===== config.mk =====
export PLATFORM = sky130hd
export DESIGN_NAME = dcap_top
export DESIGN_NICKNAME = d
export VERILOG_FILES = /design/src/inc/dcap_pkg.sv /design/src/rtl/dcap_top.sv
export SDC_FILE = /design/constraint.sdc
export NUM_CORES = 1
export LEC_CHECK = 0
export BUFFER_PORTS_ARGS = -buffer_cell sky130_fd_sc_hd__buf_2
export CORE_MARGIN = 8
export CORE_UTILIZATION = 52
export CTS_CLUSTER_DIAMETER = 60
export CTS_CLUSTER_SIZE = 8
export DETAILED_ROUTE_END_ITERATION = 10
export GPL_ROUTABILITY_DRIVEN = 0
export GPL_TIMING_DRIVEN = 0
export PLACE_DENSITY = 0.72
export SLEW_MARGIN = 25
export SYNTH_ARGS = -nofsm -noshare
export SYNTH_HDL_FRONTEND = slang
export SYNTH_SLANG_ARGS = --single-unit

===== constraint.sdc =====
create_clock -name core_clk_i -period 2 [get_ports core_clk_i]
set_clock_uncertainty 0.05 [all_clocks]
set_input_delay 0.2 -clock core_clk_i [delete_from_list [all_inputs] [get_ports core_clk_i]]
set_output_delay 0.2 -clock core_clk_i [all_outputs]
set_load 0.02 [all_outputs]

===== src/inc/dcap_pkg.sv =====
// constants and types for the debug control access port
// assumes one core clock domain; debugger requests arrive on a slow link
//
// Behaviour
// - debugger reset write requests system soft reset unless an erase runs
// - debugger-caused soft reset recorded as reset cause
// - debugger erase write starts full chip erase
// - erase progress flag busy throughout erase
// - erase ends: config unprotected, CPU keys loaded
// - unprotection starts next soft reset, ends hard
// - secondary erase clears application MCU first
// - erase protection refuses debugger erase after reset
// - no port protection: equal nonzero port keys allow debugger memory access
// - mailbox flags changed only by data accesses
// - word write sets that direction's flag; word read clears it
// - equal nonzero erase keys start full erase
// - key-triggered erase reopens ports next soft reset
// - erase guard latch write-once, blocks unlock
// - configured port protection keeps port protected
// - equal nonzero port keys open non-secure debug
// - port guard latch write-once, blocks unlock
// - equal nonzero secure keys open secure debug
// - secure guard latch write-once, blocks unlock
// - secure debug on: erase keys start erase
// - port and secure keys survive soft reset
// - protection blocks debugger bus access port
package dcap_pkg;
  localparam int AW = 12;
  localparam int DW = 32;
  // debugger side offsets
  localparam logic [AW-1:0] DBG_SOFT_RST_OFS   = 12'h000;
  localparam logic [AW-1:0] DBG_ERASE_OFS      = 12'h004;
  localparam logic [AW-1:0] DBG_ERASE_STAT_OFS = 12'h008;
  localparam logic [AW-1:0] DBG_PORT_KEY_OFS   = 12'h010;
  localparam logic [AW-1:0] DBG_SEC_KEY_OFS    = 12'h014;
  localparam logic [AW-1:0] DBG_EP_STAT_OFS    = 12'h018;
  localparam logic [AW-1:0] DBG_EP_KEY_OFS     = 12'h01C;
  localparam logic [AW-1:0] DBG_OUT_WORD_OFS   = 12'h020;
  localparam logic [AW-1:0] DBG_OUT_FLAG_OFS   = 12'h024;
  localparam logic [AW-1:0] DBG_IN_WORD_OFS    = 12'h028;
  localparam logic [AW-1:0] DBG_IN_FLAG_OFS    = 12'h02C;
  localparam logic [AW-1:0] DBG_IDENT_OFS      = 12'h0FC;
  // cpu side offsets
  localparam logic [AW-1:0] CPU_IN_WORD_OFS    = 12'h400;
  localparam logic [AW-1:0] CPU_IN_FLAG_OFS    = 12'h404;
  localparam logic [AW-1:0] CPU_OUT_WORD_OFS   = 12'h480;
  localparam logic [AW-1:0] CPU_OUT_FLAG_OFS   = 12'h484;
  localparam logic [AW-1:0] CPU_EP_LATCH_OFS   = 12'h500;
  localparam logic [AW-1:0] CPU_EP_KEY_OFS     = 12'h504;
  localparam logic [AW-1:0] CPU_PORT_LATCH_OFS = 12'h540;
  localparam logic [AW-1:0] CPU_PORT_KEY_OFS   = 12'h544;
  localparam logic [AW-1:0] CPU_SEC_LATCH_OFS  = 12'h548;
  localparam logic [AW-1:0] CPU_SEC_KEY_OFS    = 12'h54C;
  localparam logic [AW-1:0] CPU_STATUS_OFS     = 12'h600;
  // status field positions
  localparam int STAT_PORT_BIT = 0;
  localparam int STAT_SEC_BIT  = 1;
  localparam int STAT_EP_BIT   = 2;
  // values
  localparam logic [DW-1:0] KEY_AFTER_ERASE = 32'h50FA50FA;
  localparam logic [DW-1:0] WORD_RST        = 32'h00000000;
  localparam logic          GUARD_RST       = 1'b1;
  typedef enum logic [1:0] {
    ER_IDLE   = 2'b00,
    ER_APP    = 2'b01,
    ER_LOCAL  = 2'b10,
    ER_FINISH = 2'b11
  } dcap_erase_e;
endpackage : dcap_pkg


===== src/rtl/dcap_top.sv =====
// debug control access port: soft reset, erase, mailbox, port unlock
// debugger requests come from a serial engine on its own link clock;
// cpu requests are synchronous to core_clk_i
`timescale 1ns/1ns
`default_nettype none
module dcap_top
  import dcap_pkg::*;
#(
  parameter logic            IS_SECONDARY = 1'b0,
  parameter logic [DW-1:0]   IDENT_VALUE  = 32'h00A50001 // arbitrary
)(
  input  wire logic          core_clk_i,
  input  wire logic          sys_rst_i,
  input  wire logic          pin_rst_i,
  input  wire logic          soft_rst_i,
  input  wire logic [AW-1:0] cpu_addr_i,
  input  wire logic [DW-1:0] cpu_wdata_i,
  input  wire logic          cpu_wr_i,
  input  wire logic          cpu_rd_i,
  output logic      [DW-1:0] cpu_rdata_o,
  input  wire logic          dbg_clk_i,
  input  wire logic [AW-1:0] dbg_addr_i,
  input  wire logic [DW-1:0] dbg_wdata_i,
  input  wire logic          dbg_wr_i,
  input  wire logic          dbg_rd_i,
  output logic      [DW-1:0] dbg_rdata_o,
  input  wire logic          cfg_port_prot_i,
  input  wire logic          cfg_sec_prot_i,
  input  wire logic          cfg_erase_prot_i,
  input  wire logic          erase_done_i,
  input  wire logic          app_erase_done_i,
  output logic               soft_rst_req_o,
  output logic               rst_cause_dbg_o,
  output logic               erase_req_o,
  output logic               app_erase_req_o,
  output logic               cfg_unprot_wr_o,
  output logic               erase_busy_o,
  output logic               bus_ap_en_o,
  output logic               bus_sec_ap_en_o
);

  function automatic logic key_ok(input logic [DW-1:0] a,
                                  input logic [DW-1:0] b);
    key_ok = (a == b) && (a != WORD_RST);
  endfunction : key_ok

  logic full_rst;
  logic any_rst;
  assign full_rst = sys_rst_i | pin_rst_i;
  assign any_rst  = full_rst | soft_rst_i;

  // link side synchronisers
  logic          dck_s1_r, dck_s2_r, dck_s3_r;
  logic [AW-1:0] dad_s1_r, dad_s2_r;
  logic [DW-1:0] dwd_s1_r, dwd_s2_r;
  logic          dwr_s1_r, dwr_s2_r, drd_s1_r, drd_s2_r;
  always_ff @(posedge core_clk_i)
  begin
    dck_s1_r <= dbg_clk_i;
    dck_s2_r <= dck_s1_r;
    dck_s3_r <= dck_s2_r;
    dad_s1_r <= dbg_addr_i;
    dad_s2_r <= dad_s1_r;
    dwd_s1_r <= dbg_wdata_i;
    dwd_s2_r <= dwd_s1_r;
    dwr_s1_r <= dbg_wr_i;
    dwr_s2_r <= dwr_s1_r;
    drd_s1_r <= dbg_rd_i;
    drd_s2_r <= drd_s1_r;
  end

  logic dck_rise, dbg_wr_ev, dbg_rd_ev;
  assign dck_rise  = dck_s2_r & ~dck_s3_r;
  assign dbg_wr_ev = dck_rise & dwr_s2_r;
  assign dbg_rd_ev = dck_rise & drd_s2_r & ~dwr_s2_r;

  logic cw, cr;
  assign cw = cpu_wr_i;
  assign cr = cpu_rd_i;

  // configuration captured once after every reset
  logic cap_pend_r, port_cap_r, sec_cap_r, ep_cap_r;
  always_ff @(posedge core_clk_i)
  begin
    if (any_rst)
    begin
      cap_pend_r <= 1'b1;
      port_cap_r <= GUARD_RST;
      sec_cap_r  <= GUARD_RST;
      ep_cap_r   <= GUARD_RST;
    end
    else if (cap_pend_r)
    begin
      cap_pend_r <= 1'b0;
      port_cap_r <= cfg_port_prot_i;
      sec_cap_r  <= cfg_sec_prot_i;
      ep_cap_r   <= cfg_erase_prot_i;
    end
  end

  // write-once guard latches, cleared by any reset
  logic ep_latch_r, port_latch_r, sec_latch_r;
  always_ff @(posedge core_clk_i)
  begin
    if (any_rst)
    begin
      ep_latch_r   <= 1'b0;
      port_latch_r <= 1'b0;
      sec_latch_r  <= 1'b0;
    end
    else if (cw)
    begin
      if (cpu_addr_i == CPU_EP_LATCH_OFS)
        ep_latch_r <= ep_latch_r | cpu_wdata_i[0];
      if (cpu_addr_i == CPU_PORT_LATCH_OFS)
        port_latch_r <= port_latch_r | cpu_wdata_i[0];
      if (cpu_addr_i == CPU_SEC_LATCH_OFS)
        sec_latch_r <= sec_latch_r | cpu_wdata_i[0];
    end
  end

  // erase sequencer
  dcap_erase_e erase_st_r, erase_nxt;
  logic        erase_start;
  logic [DW-1:0] ep_key_dbg_r, ep_key_cpu_r;
  logic        ep_key_hit;
  assign ep_key_hit = key_ok(ep_key_dbg_r, ep_key_cpu_r) & ~ep_latch_r
                      & (ep_cap_r | bus_sec_ap_en_o);
  assign erase_start = (erase_st_r == ER_IDLE) & (ep_key_hit |
    (dbg_wr_ev & (dad_s2_r == DBG_ERASE_OFS) & ~ep_cap_r));

  always_comb
  begin
    erase_nxt = erase_st_r;
    case (erase_st_r)
      ER_IDLE:
        if (erase_start)
          erase_nxt = IS_SECONDARY ? ER_APP : ER_LOCAL;
      ER_APP:
        if (app_erase_done_i)
          erase_nxt = ER_LOCAL;
      ER_LOCAL:
        if (erase_done_i)
          erase_nxt = ER_FINISH;
      ER_FINISH:
        erase_nxt = ER_IDLE;
      default:
        erase_nxt = ER_IDLE;
    endcase
  end

  always_ff @(posedge core_clk_i)
  begin
    if (full_rst)
    begin
      erase_st_r      <= ER_IDLE;
      erase_busy_o    <= 1'b0;
      erase_req_o     <= 1'b0;
      app_erase_req_o <= 1'b0;
      cfg_unprot_wr_o <= 1'b0;
    end
    else
    begin
      erase_st_r      <= erase_nxt;
      erase_busy_o    <= erase_nxt != ER_IDLE;
      erase_req_o     <= erase_nxt == ER_LOCAL;
      app_erase_req_o <= erase_nxt == ER_APP;
      cfg_unprot_wr_o <= erase_st_r == ER_FINISH;
    end
  end

  // erase keys: consumed when they start an erase
  always_ff @(posedge core_clk_i)
  begin
    if (any_rst || (erase_start && ep_key_hit))
    begin
      ep_key_dbg_r <= WORD_RST;
      ep_key_cpu_r <= WORD_RST;
    end
    else if (!ep_latch_r)
    begin
      if (dbg_wr_ev && dad_s2_r == DBG_EP_KEY_OFS)
        ep_key_dbg_r <= dwd_s2_r;
      if (cw && cpu_addr_i == CPU_EP_KEY_OFS)
        ep_key_cpu_r <= cpu_wdata_i;
    end
  end

  // port and secure keys: survive soft reset
  logic [DW-1:0] port_key_dbg_r, port_key_cpu_r;
  logic [DW-1:0] sec_key_dbg_r, sec_key_cpu_r;
  always_ff @(posedge core_clk_i)
  begin
    if (full_rst)
    begin
      port_key_dbg_r <= WORD_RST;
      port_key_cpu_r <= WORD_RST;
      sec_key_dbg_r  <= WORD_RST;
      sec_key_cpu_r  <= WORD_RST;
    end
    else if (erase_st_r == ER_FINISH)
    begin
      port_key_cpu_r <= KEY_AFTER_ERASE;
      sec_key_cpu_r  <= KEY_AFTER_ERASE;
    end
    else
    begin
      if (!port_latch_r && dbg_wr_ev && dad_s2_r == DBG_PORT_KEY_OFS)
        port_key_dbg_r <= dwd_s2_r;
      if (!port_latch_r && cw && cpu_addr_i == CPU_PORT_KEY_OFS)
        port_key_cpu_r <= cpu_wdata_i;
      if (!sec_latch_r && dbg_wr_ev && dad_s2_r == DBG_SEC_KEY_OFS)
        sec_key_dbg_r <= dwd_s2_r;
      if (!sec_latch_r && cw && cpu_addr_i == CPU_SEC_KEY_OFS)
        sec_key_cpu_r <= cpu_wdata_i;
    end
  end

  // temporary unprotection after an erase
  logic unprot_pend_r, unprot_act_r;
  always_ff @(posedge core_clk_i)
  begin
    if (full_rst)
    begin
      unprot_pend_r <= 1'b0;
      unprot_act_r  <= 1'b0;
    end
    else
    begin
      if (erase_st_r == ER_FINISH)
        unprot_pend_r <= 1'b1;
      if (soft_rst_i && unprot_pend_r)
        unprot_act_r <= 1'b1;
    end
  end

  // access port enables
  always_ff @(posedge core_clk_i)
  begin
    if (any_rst)
    begin
      bus_ap_en_o     <= 1'b0;
      bus_sec_ap_en_o <= 1'b0;
    end
    else
    begin
      bus_ap_en_o <= unprot_act_r | (~port_cap_r &
        key_ok(port_key_dbg_r, port_key_cpu_r));
      bus_sec_ap_en_o <= unprot_act_r | (~port_cap_r & ~sec_cap_r &
        key_ok(sec_key_dbg_r, sec_key_cpu_r));
    end
  end

  // soft reset request and reset cause
  logic dbg_rst_seen_r;
  logic soft_q_r;
  always_ff @(posedge core_clk_i)
  begin
    if (any_rst)
      soft_rst_req_o <= 1'b0;
    else
      soft_rst_req_o <= dbg_wr_ev & (dad_s2_r == DBG_SOFT_RST_OFS)
                        & (erase_st_r == ER_IDLE);
  end

  always_ff @(posedge core_clk_i)
  begin
    soft_q_r <= soft_rst_i;
  end

  // cause held over a multi-cycle soft reset, forgotten after it
  always_ff @(posedge core_clk_i)
  begin
    if (full_rst)
    begin
      dbg_rst_seen_r  <= 1'b0;
      rst_cause_dbg_o <= 1'b0;
    end
    else if (soft_rst_i)
      rst_cause_dbg_o <= dbg_rst_seen_r;
    else if (soft_rst_req_o)
      dbg_rst_seen_r <= 1'b1;
    else if (soft_q_r)
      dbg_rst_seen_r <= 1'b0;
  end

  // mailbox in both directions; set wins over clear
  logic [DW-1:0] d2c_word_r, c2d_word_r;
  logic          d2c_pend_r, c2d_pend_r;
  always_ff @(posedge core_clk_i)
  begin
    if (any_rst)
    begin
      d2c_word_r <= WORD_RST;
      d2c_pend_r <= 1'b0;
    end
    else if (dbg_wr_ev && dad_s2_r == DBG_OUT_WORD_OFS)
    begin
      d2c_word_r <= dwd_s2_r;
      d2c_pend_r <= 1'b1;
    end
    else if (cr && cpu_addr_i == CPU_IN_WORD_OFS)
      d2c_pend_r <= 1'b0;
  end

  always_ff @(posedge core_clk_i)
  begin
    if (any_rst)
    begin
      c2d_word_r <= WORD_RST;
      c2d_pend_r <= 1'b0;
    end
    else if (cw && cpu_addr_i == CPU_OUT_WORD_OFS)
    begin
      c2d_word_r <= cpu_wdata_i;
      c2d_pend_r <= 1'b1;
    end
    else if (dbg_rd_ev && dad_s2_r == DBG_IN_WORD_OFS)
      c2d_pend_r <= 1'b0;
  end

  // read ports
  logic [DW-1:0] cpu_mux, dbg_mux;
  always_comb
  begin
    cpu_mux = WORD_RST;
    case (cpu_addr_i)
      CPU_IN_WORD_OFS:    cpu_mux = d2c_word_r;
      CPU_IN_FLAG_OFS:    cpu_mux[0] = d2c_pend_r;
      CPU_OUT_WORD_OFS:   cpu_mux = c2d_word_r;
      CPU_OUT_FLAG_OFS:   cpu_mux[0] = c2d_pend_r;
      CPU_PORT_KEY_OFS:   cpu_mux = port_key_cpu_r;
      CPU_SEC_KEY_OFS:    cpu_mux = sec_key_cpu_r;
      CPU_EP_LATCH_OFS:   cpu_mux[0] = ep_latch_r;
      CPU_PORT_LATCH_OFS: cpu_mux[0] = port_latch_r;
      CPU_SEC_LATCH_OFS:  cpu_mux[0] = sec_latch_r;
      CPU_STATUS_OFS:
      begin
        cpu_mux[STAT_PORT_BIT] = ~port_cap_r;
        cpu_mux[STAT_SEC_BIT]  = ~sec_cap_r;
        cpu_mux[STAT_EP_BIT]   = ~ep_cap_r;
      end
      default:            cpu_mux = WORD_RST;
    endcase
  end

  always_comb
  begin
    dbg_mux = WORD_RST;
    case (dad_s2_r)
      DBG_ERASE_STAT_OFS: dbg_mux[0] = erase_busy_o;
      DBG_EP_STAT_OFS:    dbg_mux[0] = ep_cap_r;
      DBG_OUT_FLAG_OFS:   dbg_mux[0] = d2c_pend_r;
      DBG_IN_WORD_OFS:    dbg_mux = c2d_word_r;
      DBG_IN_FLAG_OFS:    dbg_mux[0] = c2d_pend_r;
      DBG_IDENT_OFS:      dbg_mux = IDENT_VALUE;
      default:            dbg_mux = WORD_RST;
    endcase
  end

  always_ff @(posedge core_clk_i)
  begin
    if (sys_rst_i)
      cpu_rdata_o <= WORD_RST;
    else
      cpu_rdata_o <= cr ? cpu_mux : WORD_RST;
  end

  always_ff @(posedge core_clk_i)
  begin
    if (sys_rst_i)
      dbg_rdata_o <= WORD_RST;
    else if (dbg_rd_ev)
      dbg_rdata_o <= dbg_mux;
  end
endmodule : dcap_top
`default_nettype wire


# Word-level counts from Yosys, hierarchy flattened
# Index checks and enable logic that the tools add are counted.
[totals]
mem_count = 0
output_inout_bits = 72
rom_bits = 0
register_bits = 438
mem_bits_rw = 0
input_bits = 102
latchBits = 0
[op_classes]
muxes = 20
magnitude_cmp = 0
bitwise = 32
shift = 0
n_addsub = 0
reduce_logical = 43
eq_ne = 30
n_mul = 0
div = 0
[ops]
columns = ["operator", "n"]
rows = [
  ["12-bit by 11-bit equality test with 1-bit output, second input constant", 11],
  ["31-bit two-way mux", 4],
  ["29-bit case mux with 4 select lines", 1],
  ["32-bit equality test", 3],
  ["32-bit nonzero test", 3],
  ["31-bit case mux with 2 select lines", 1],
  ["12-bit by 5-bit equality test with 1-bit output, second input constant", 4],
  ["12-bit by 6-bit equality test with 1-bit output, second input constant", 4],
  ["1-bit logical AND", 19],
  ["2-bit AND reduction", 8],
  ["1-bit AND", 14],
  ["12-bit by 3-bit equality test with 1-bit output, second input constant", 1],
  ["12-bit by 4-bit equality test with 1-bit output, second input constant", 1],
  ["12-bit by 8-bit equality test with 1-bit output, second input constant", 1],
  ["12-bit logical NOT", 1],
  ["2-bit nonzero test", 6],
  ["1-bit case mux with 10 select lines", 1],
  ["2-bit case mux with 5 select lines", 1],
  ["1-bit NOT", 9],
  ["1-bit OR", 9],
  ["2-bit case mux with 4 select lines", 1],
  ["1-bit two-way mux", 7],
  ["2-bit equality test, second input constant", 3],
  ["2-bit two-way mux", 3],
  ["other kinds (6)", 9],
]

# Longest topological paths before layout
[logic_depth]
word_depth = 10
depth_mapped = 8
mapped_depth_nobuf = 6

# Worst setup path before layout
# OpenSTA, ideal clock, no wires.
[synth_timing]
kind = "register to register"
from = "register dad_s2_r[5]"
to = "register port_key_dbg_r[10]"
stages_incl_launch_ff = 8
synth_period_minus_slack_ns = 1.972
t_arrival_ns = 1.795
setup_time_ns = 0.128
setup_slack_ns = 0.028
required_time_ns = 1.822
cell_sequence = "dfxtp_1 -> or3_1 -> clkbuf_1 -> or4_1 -> buf_2 -> buf_6 -> mux2i_1 -> nor2_1"
[synth_between]
elab_chain_cells = 3
[synth_rtl]
columns = ["element", "line_no", "source"]
rows = [
  ["start: declaration", "dcap_top.sv:54", "logic [AW-1:0] dad_s1_r, dad_s2_r;"],
  ["start signal: assignment", "dcap_top.sv:63", "dad_s2_r <= dad_s1_r;"],
  ["12-bit by 5-bit equality test with 1-bit output", "dcap_top.sv:208", "if (!port_latch_r && dbg_wr_ev && dad_s2_r == DBG_PORT_KEY_OFS)"],
  ["1-bit logical AND", "dcap_top.sv:208", ""],
  ["2-bit AND reduction (no line)", "-", ""],
  ["end signal: assignment", "dcap_top.sv:209", "port_key_dbg_r <= dwd_s2_r;"],
  ["end: declaration", "dcap_top.sv:190", "logic [DW-1:0] port_key_dbg_r, port_key_cpu_r;"],
]
# Every way passes these cells.
# A chain may end at the register's enable or synchronous reset.

# Worst setup path in the final report
[layout_timing]
from = "register dad_s2_r[0]"
to = "register ep_key_dbg_r[10]"
[layout_between]
elab_chain_cells = 7
elab_cells_between_ends = 10
classes_between = "eq/ne: 2; bitwise: 4; reduce/logical: 4"
[layout_rtl]
columns = ["element", "line_no", "source"]
rows = [
  ["12-bit by 3-bit equality test with 1-bit output", "dcap_top.sv:130", "(dbg_wr_ev & (dad_s2_r == DBG_ERASE_OFS) & ~ep_cap_r));"],
  ["1-bit AND (2 in series)", "dcap_top.sv:130", ""],
  ["1-bit OR", "dcap_top.sv:129", "assign erase_start = (erase_st_r == ER_IDLE) & (ep_key_hit |"],
  ["1-bit AND", "dcap_top.sv:129", ""],
  ["1-bit logical AND", "dcap_top.sv:175", "if (any_rst || (erase_start && ep_key_hit))"],
  ["1-bit logical OR", "dcap_top.sv:175", ""],
  ["end signal: assignment", "dcap_top.sv:183", "ep_key_dbg_r <= dwd_s2_r;"],
  ["end: declaration", "dcap_top.sv:125", "logic [DW-1:0] ep_key_dbg_r, ep_key_cpu_r;"],
]
# Several ways; a longest one is shown, not always the timed one.

==> results.sh <==
export IMPL_status="finished, violations left"
export IMPL_violations="setup timing"
export IMPL_crit_path_end_kind="flop"
export IMPL_layout_setup_ws_ns=-0.1405
export IMPL_worstReg2RegStart="dad_s2_r[0]"
export IMPL_synth_async_reset_ratio_pct=0
export IMPL_clkTransAtPathRegs_ns=0.05
export IMPL_relSlewSlack_pct=50.71
export IMPL_die_area_sq_um=36530
export IMPL_cp_start_kind="flop"
export IMPL_cts_buffers=60
export IMPL_overflow=0
export IMPL_cts_tree="yes"
export IMPL_placed_cells=2286
export IMPL_max_freq_mhz=467.2
export IMPL_dr_total_vias=14755
export IMPL_grt_max_degree=17
export IMPL_ys_flop_type="dfxtp_1"
export IMPL_clk_path_buf_depth=3
export IMPL_die_w_um=191.1
export IMPL_finalHoldViolCount=0
export IMPL_yosys_warnings=0
export IMPL_critPathLaunch="dad_s2_r[0]"
export IMPL_rows=64
export IMPL_chipHeight_um=191.1
export IMPL_reg2reg_to="ep_key_dbg_r[10]"
export IMPL_synth_area_per_cell_sq_um=9.273
export IMPL_first_pass_iters=9
export IMPL_crit_path_end="ep_key_dbg_r[10]"
export IMPL_reg2reg_slack_ns=-0.14
export IMPL_ant_nets=0
export IMPL_path_class="reg2reg"
export IMPL_syn_nets=1822
export IMPL_grtUsageTotal_pct=29.44
export IMPL_routedWlPerCell_um=22.77
export IMPL_via_per_inst=6.005
export IMPL_path_max_fanout=5
export IMPL_setup_viol=122
export IMPL_yosys_area_top_type_share_pct=54.98
export IMPL_ctsHtreeMaxLevel=2
export IMPL_ir_drop_mv=0.7548
export IMPL_clockRootBuffer="clkbuf_16"
export IMPL_worstPathRequired_ns=2.43
export IMPL_antenna_found_initial=0
export IMPL_synth_distinct_cells=61
export IMPL_start_util_pct=52.41
export IMPL_final_max_slew_viol_count=0
export IMPL_diodes=0
export IMPL_yosysMostFrequentCell="dfxtp_1"
export IMPL_coreArea_sq_um=30430
export IMPL_clock_sinks=438
export IMPL_synth_edf_count=0
export IMPL_netlist_top_cells_count="438 x dfxtp_1, 393 x nand2_1, 195 x a21oi_1"
export IMPL_portBuffers=170
export IMPL_ys_seq_area_share_pct=54.98
export IMPL_leakagePower_nw=8.551
export IMPL_clk_latency_ns=0.59
export IMPL_drive_gt1_share_pct=18.24
export IMPL_syn_area_sq_um=15950
export IMPL_synth_area_leaders="dfxtp_1 55%, nand2_1 9.2%, mux2i_1 6.3%"
export IMPL_powerDensity_nw_per_um2=896.0
export IMPL_holdWs_ns=0.05281
export IMPL_worstMarginPinSlew_ns=0.7393
export IMPL_drt_iter0_markers=2254
export IMPL_min_period_ns=2.141
export IMPL_hpwl_mm=40.44
export IMPL_area_delta_synth_final_pct=28.45
export IMPL_arrival_ns=2.57
export IMPL_min_period_over_period_pct=107.0
export IMPL_routed_wirelength_mm=55.95
export IMPL_ioPinCount=174
export IMPL_grt_first_pass_wirelength_mm=82.91
export IMPL_instances_no_fill=2457
export IMPL_grt_pass1_vias=14376
export IMPL_rsz0062_at_grt="yes"
export IMPL_hold_class="in2reg"
export IMPL_max_cap_violations=0
export IMPL_yosysTopAreaCell="dfxtp_1"
export IMPL_drc_errors=0
export IMPL_ys_ff_latch=438
export IMPL_finalNetCount=2161
export IMPL_netlist_instances=1720
export IMPL_rr_worst_depth=7
-- worst max-delay path: stages (launching register included) --
cell and delay, ns:
dfxtp_1 0.38, nor3b_4 0.27, nand3_1 0.16, or4_4 0.53, buf_8 0.17, bufbuf_16 0.28, mux2i_1 0.14, nor2_1 0.05
-- how the worst min path moves through the flow --
| stage | start | endpoint | slack [ns] | cells past startpoint |
|---|---|---|---|---|
| CTS | cpu_addr_i[2] | port_latch_r | 0.03 | 4 |
| global placement | dbg_wdata_i[4] | dwd_s1_r[4] | 0.25 | 1 |
| global route | cpu_addr_i[2] | sec_latch_r | 0.09 | 4 |
| floorplan | dbg_addr_i[0] | dad_s1_r[0] | 0.18 | 0 |
| detailed placement | dbg_addr_i[3] | dad_s1_r[3] | 0.25 | 1 |
| finish | cpu_addr_i[2] | port_latch_r | 0.05 | 4 |
-- report_power, final --
group | internal (mW) | switching (mW) | total [mW]
registers | 8.86 | 0.107 | 8.96
clock network | 5.27 | 3.54 | 8.81
logic | 0.260 | 0.327 | 0.586
total | 14.4 | 3.97 | 18.4
-- repair_timing --
item,in CTS,in global routing
endpoints found under the setup margin,197,199
pin swaps,10,6
gates cloned,2,3
gates resized for setup,58,93
hold buffers,91,0
buffers inserted,15,1
hold endpoints to repair,191,0
-- flip-flops by register name (all words and copies together), names as in the netlist, 2 cells and up --
register	count
c2d_word_r	32
cpu_rdata_o	32
d2c_word_r	32
dad_s1_r	12
dad_s2_r	12
dbg_rdata_o	32
dwd_s1_r	32
dwd_s2_r	32
ep_key_cpu_r	32
ep_key_dbg_r	32
erase_st_r	2
port_key_cpu_r	32
port_key_dbg_r	32
sec_key_cpu_r	32
sec_key_dbg_r	32
-- cell usage in the layout, fill, tap and decap left out, drive strengths merged, types with 5 or more instances in the layout --
master,n
a21oi,195
a222oi,30
a31oi,35
and4,5
buf,240
clkbuf,119
dfxtp,438
dlygate4sd3,91
inv,8
mux2i,101
nand2,394
nand3,35
nand4,21
nor2,120
nor3,5
nor3b,5
nor4,55
or4,6
xnor2,32
xor2,64
-- through the flow --
step	total power [mW]	setup slack, ns	setup TNS (ns)	instance area (sq um)	util (%)
3_3_place_gp	9.508	-0.9746	-126.71	17300	56.84
3_5_place_dp	9.517	-1.042	-136.53	17300	56.84
2_1_floorplan	9.217	0.02761	0	15950	-
6_report	18.36	-0.1405	-5.531	20490	67.32
4_1_cts	18.37	-0.09789	-1.311	20160	66.26
5_1_grt	18.77	-0.1870	-10.62	20490	67.32
-- area by class of cell --
| cell class | instances | area, sq um |
|---|---|---|
| Buffer | 108 | 716.9 |
| Inverter | 6 | 22.52 |
| Fill cell | 2371 | 9943 |
| Clock inverter | 3 | 45.04 |
| Tap cell | 396 | 495.5 |
| Clock buffer | 61 | 1515 |
| Multi-Input combinational cell | 1163 | 6889 |
| Timing Repair Buffer | 282 | 2027 |
| Sequential cell | 438 | 8775 |
-- layer usage --
metal | track usage, % | vias up | share of wire, %
li1 | - | 6587 | -
met1 | 36.67 | 6948 | 38
met2 | 45.98 | 971 | 44
met3 | 6.822 | 249 | 11
met4 | 17.76 | 0 | 6.7
met5 | 0 | - | 0
-- kinds of logic after synthesis --
family	count (synthesis)	share of synthesized area, %
compound gates	286	10.65
simple gates	678	19.03
mux	103	6.551
flops	438	54.98
xor+xnor	96	5.272
buf+inv	119	3.515
Note: power is estimated with default switching activity, not from simulation.
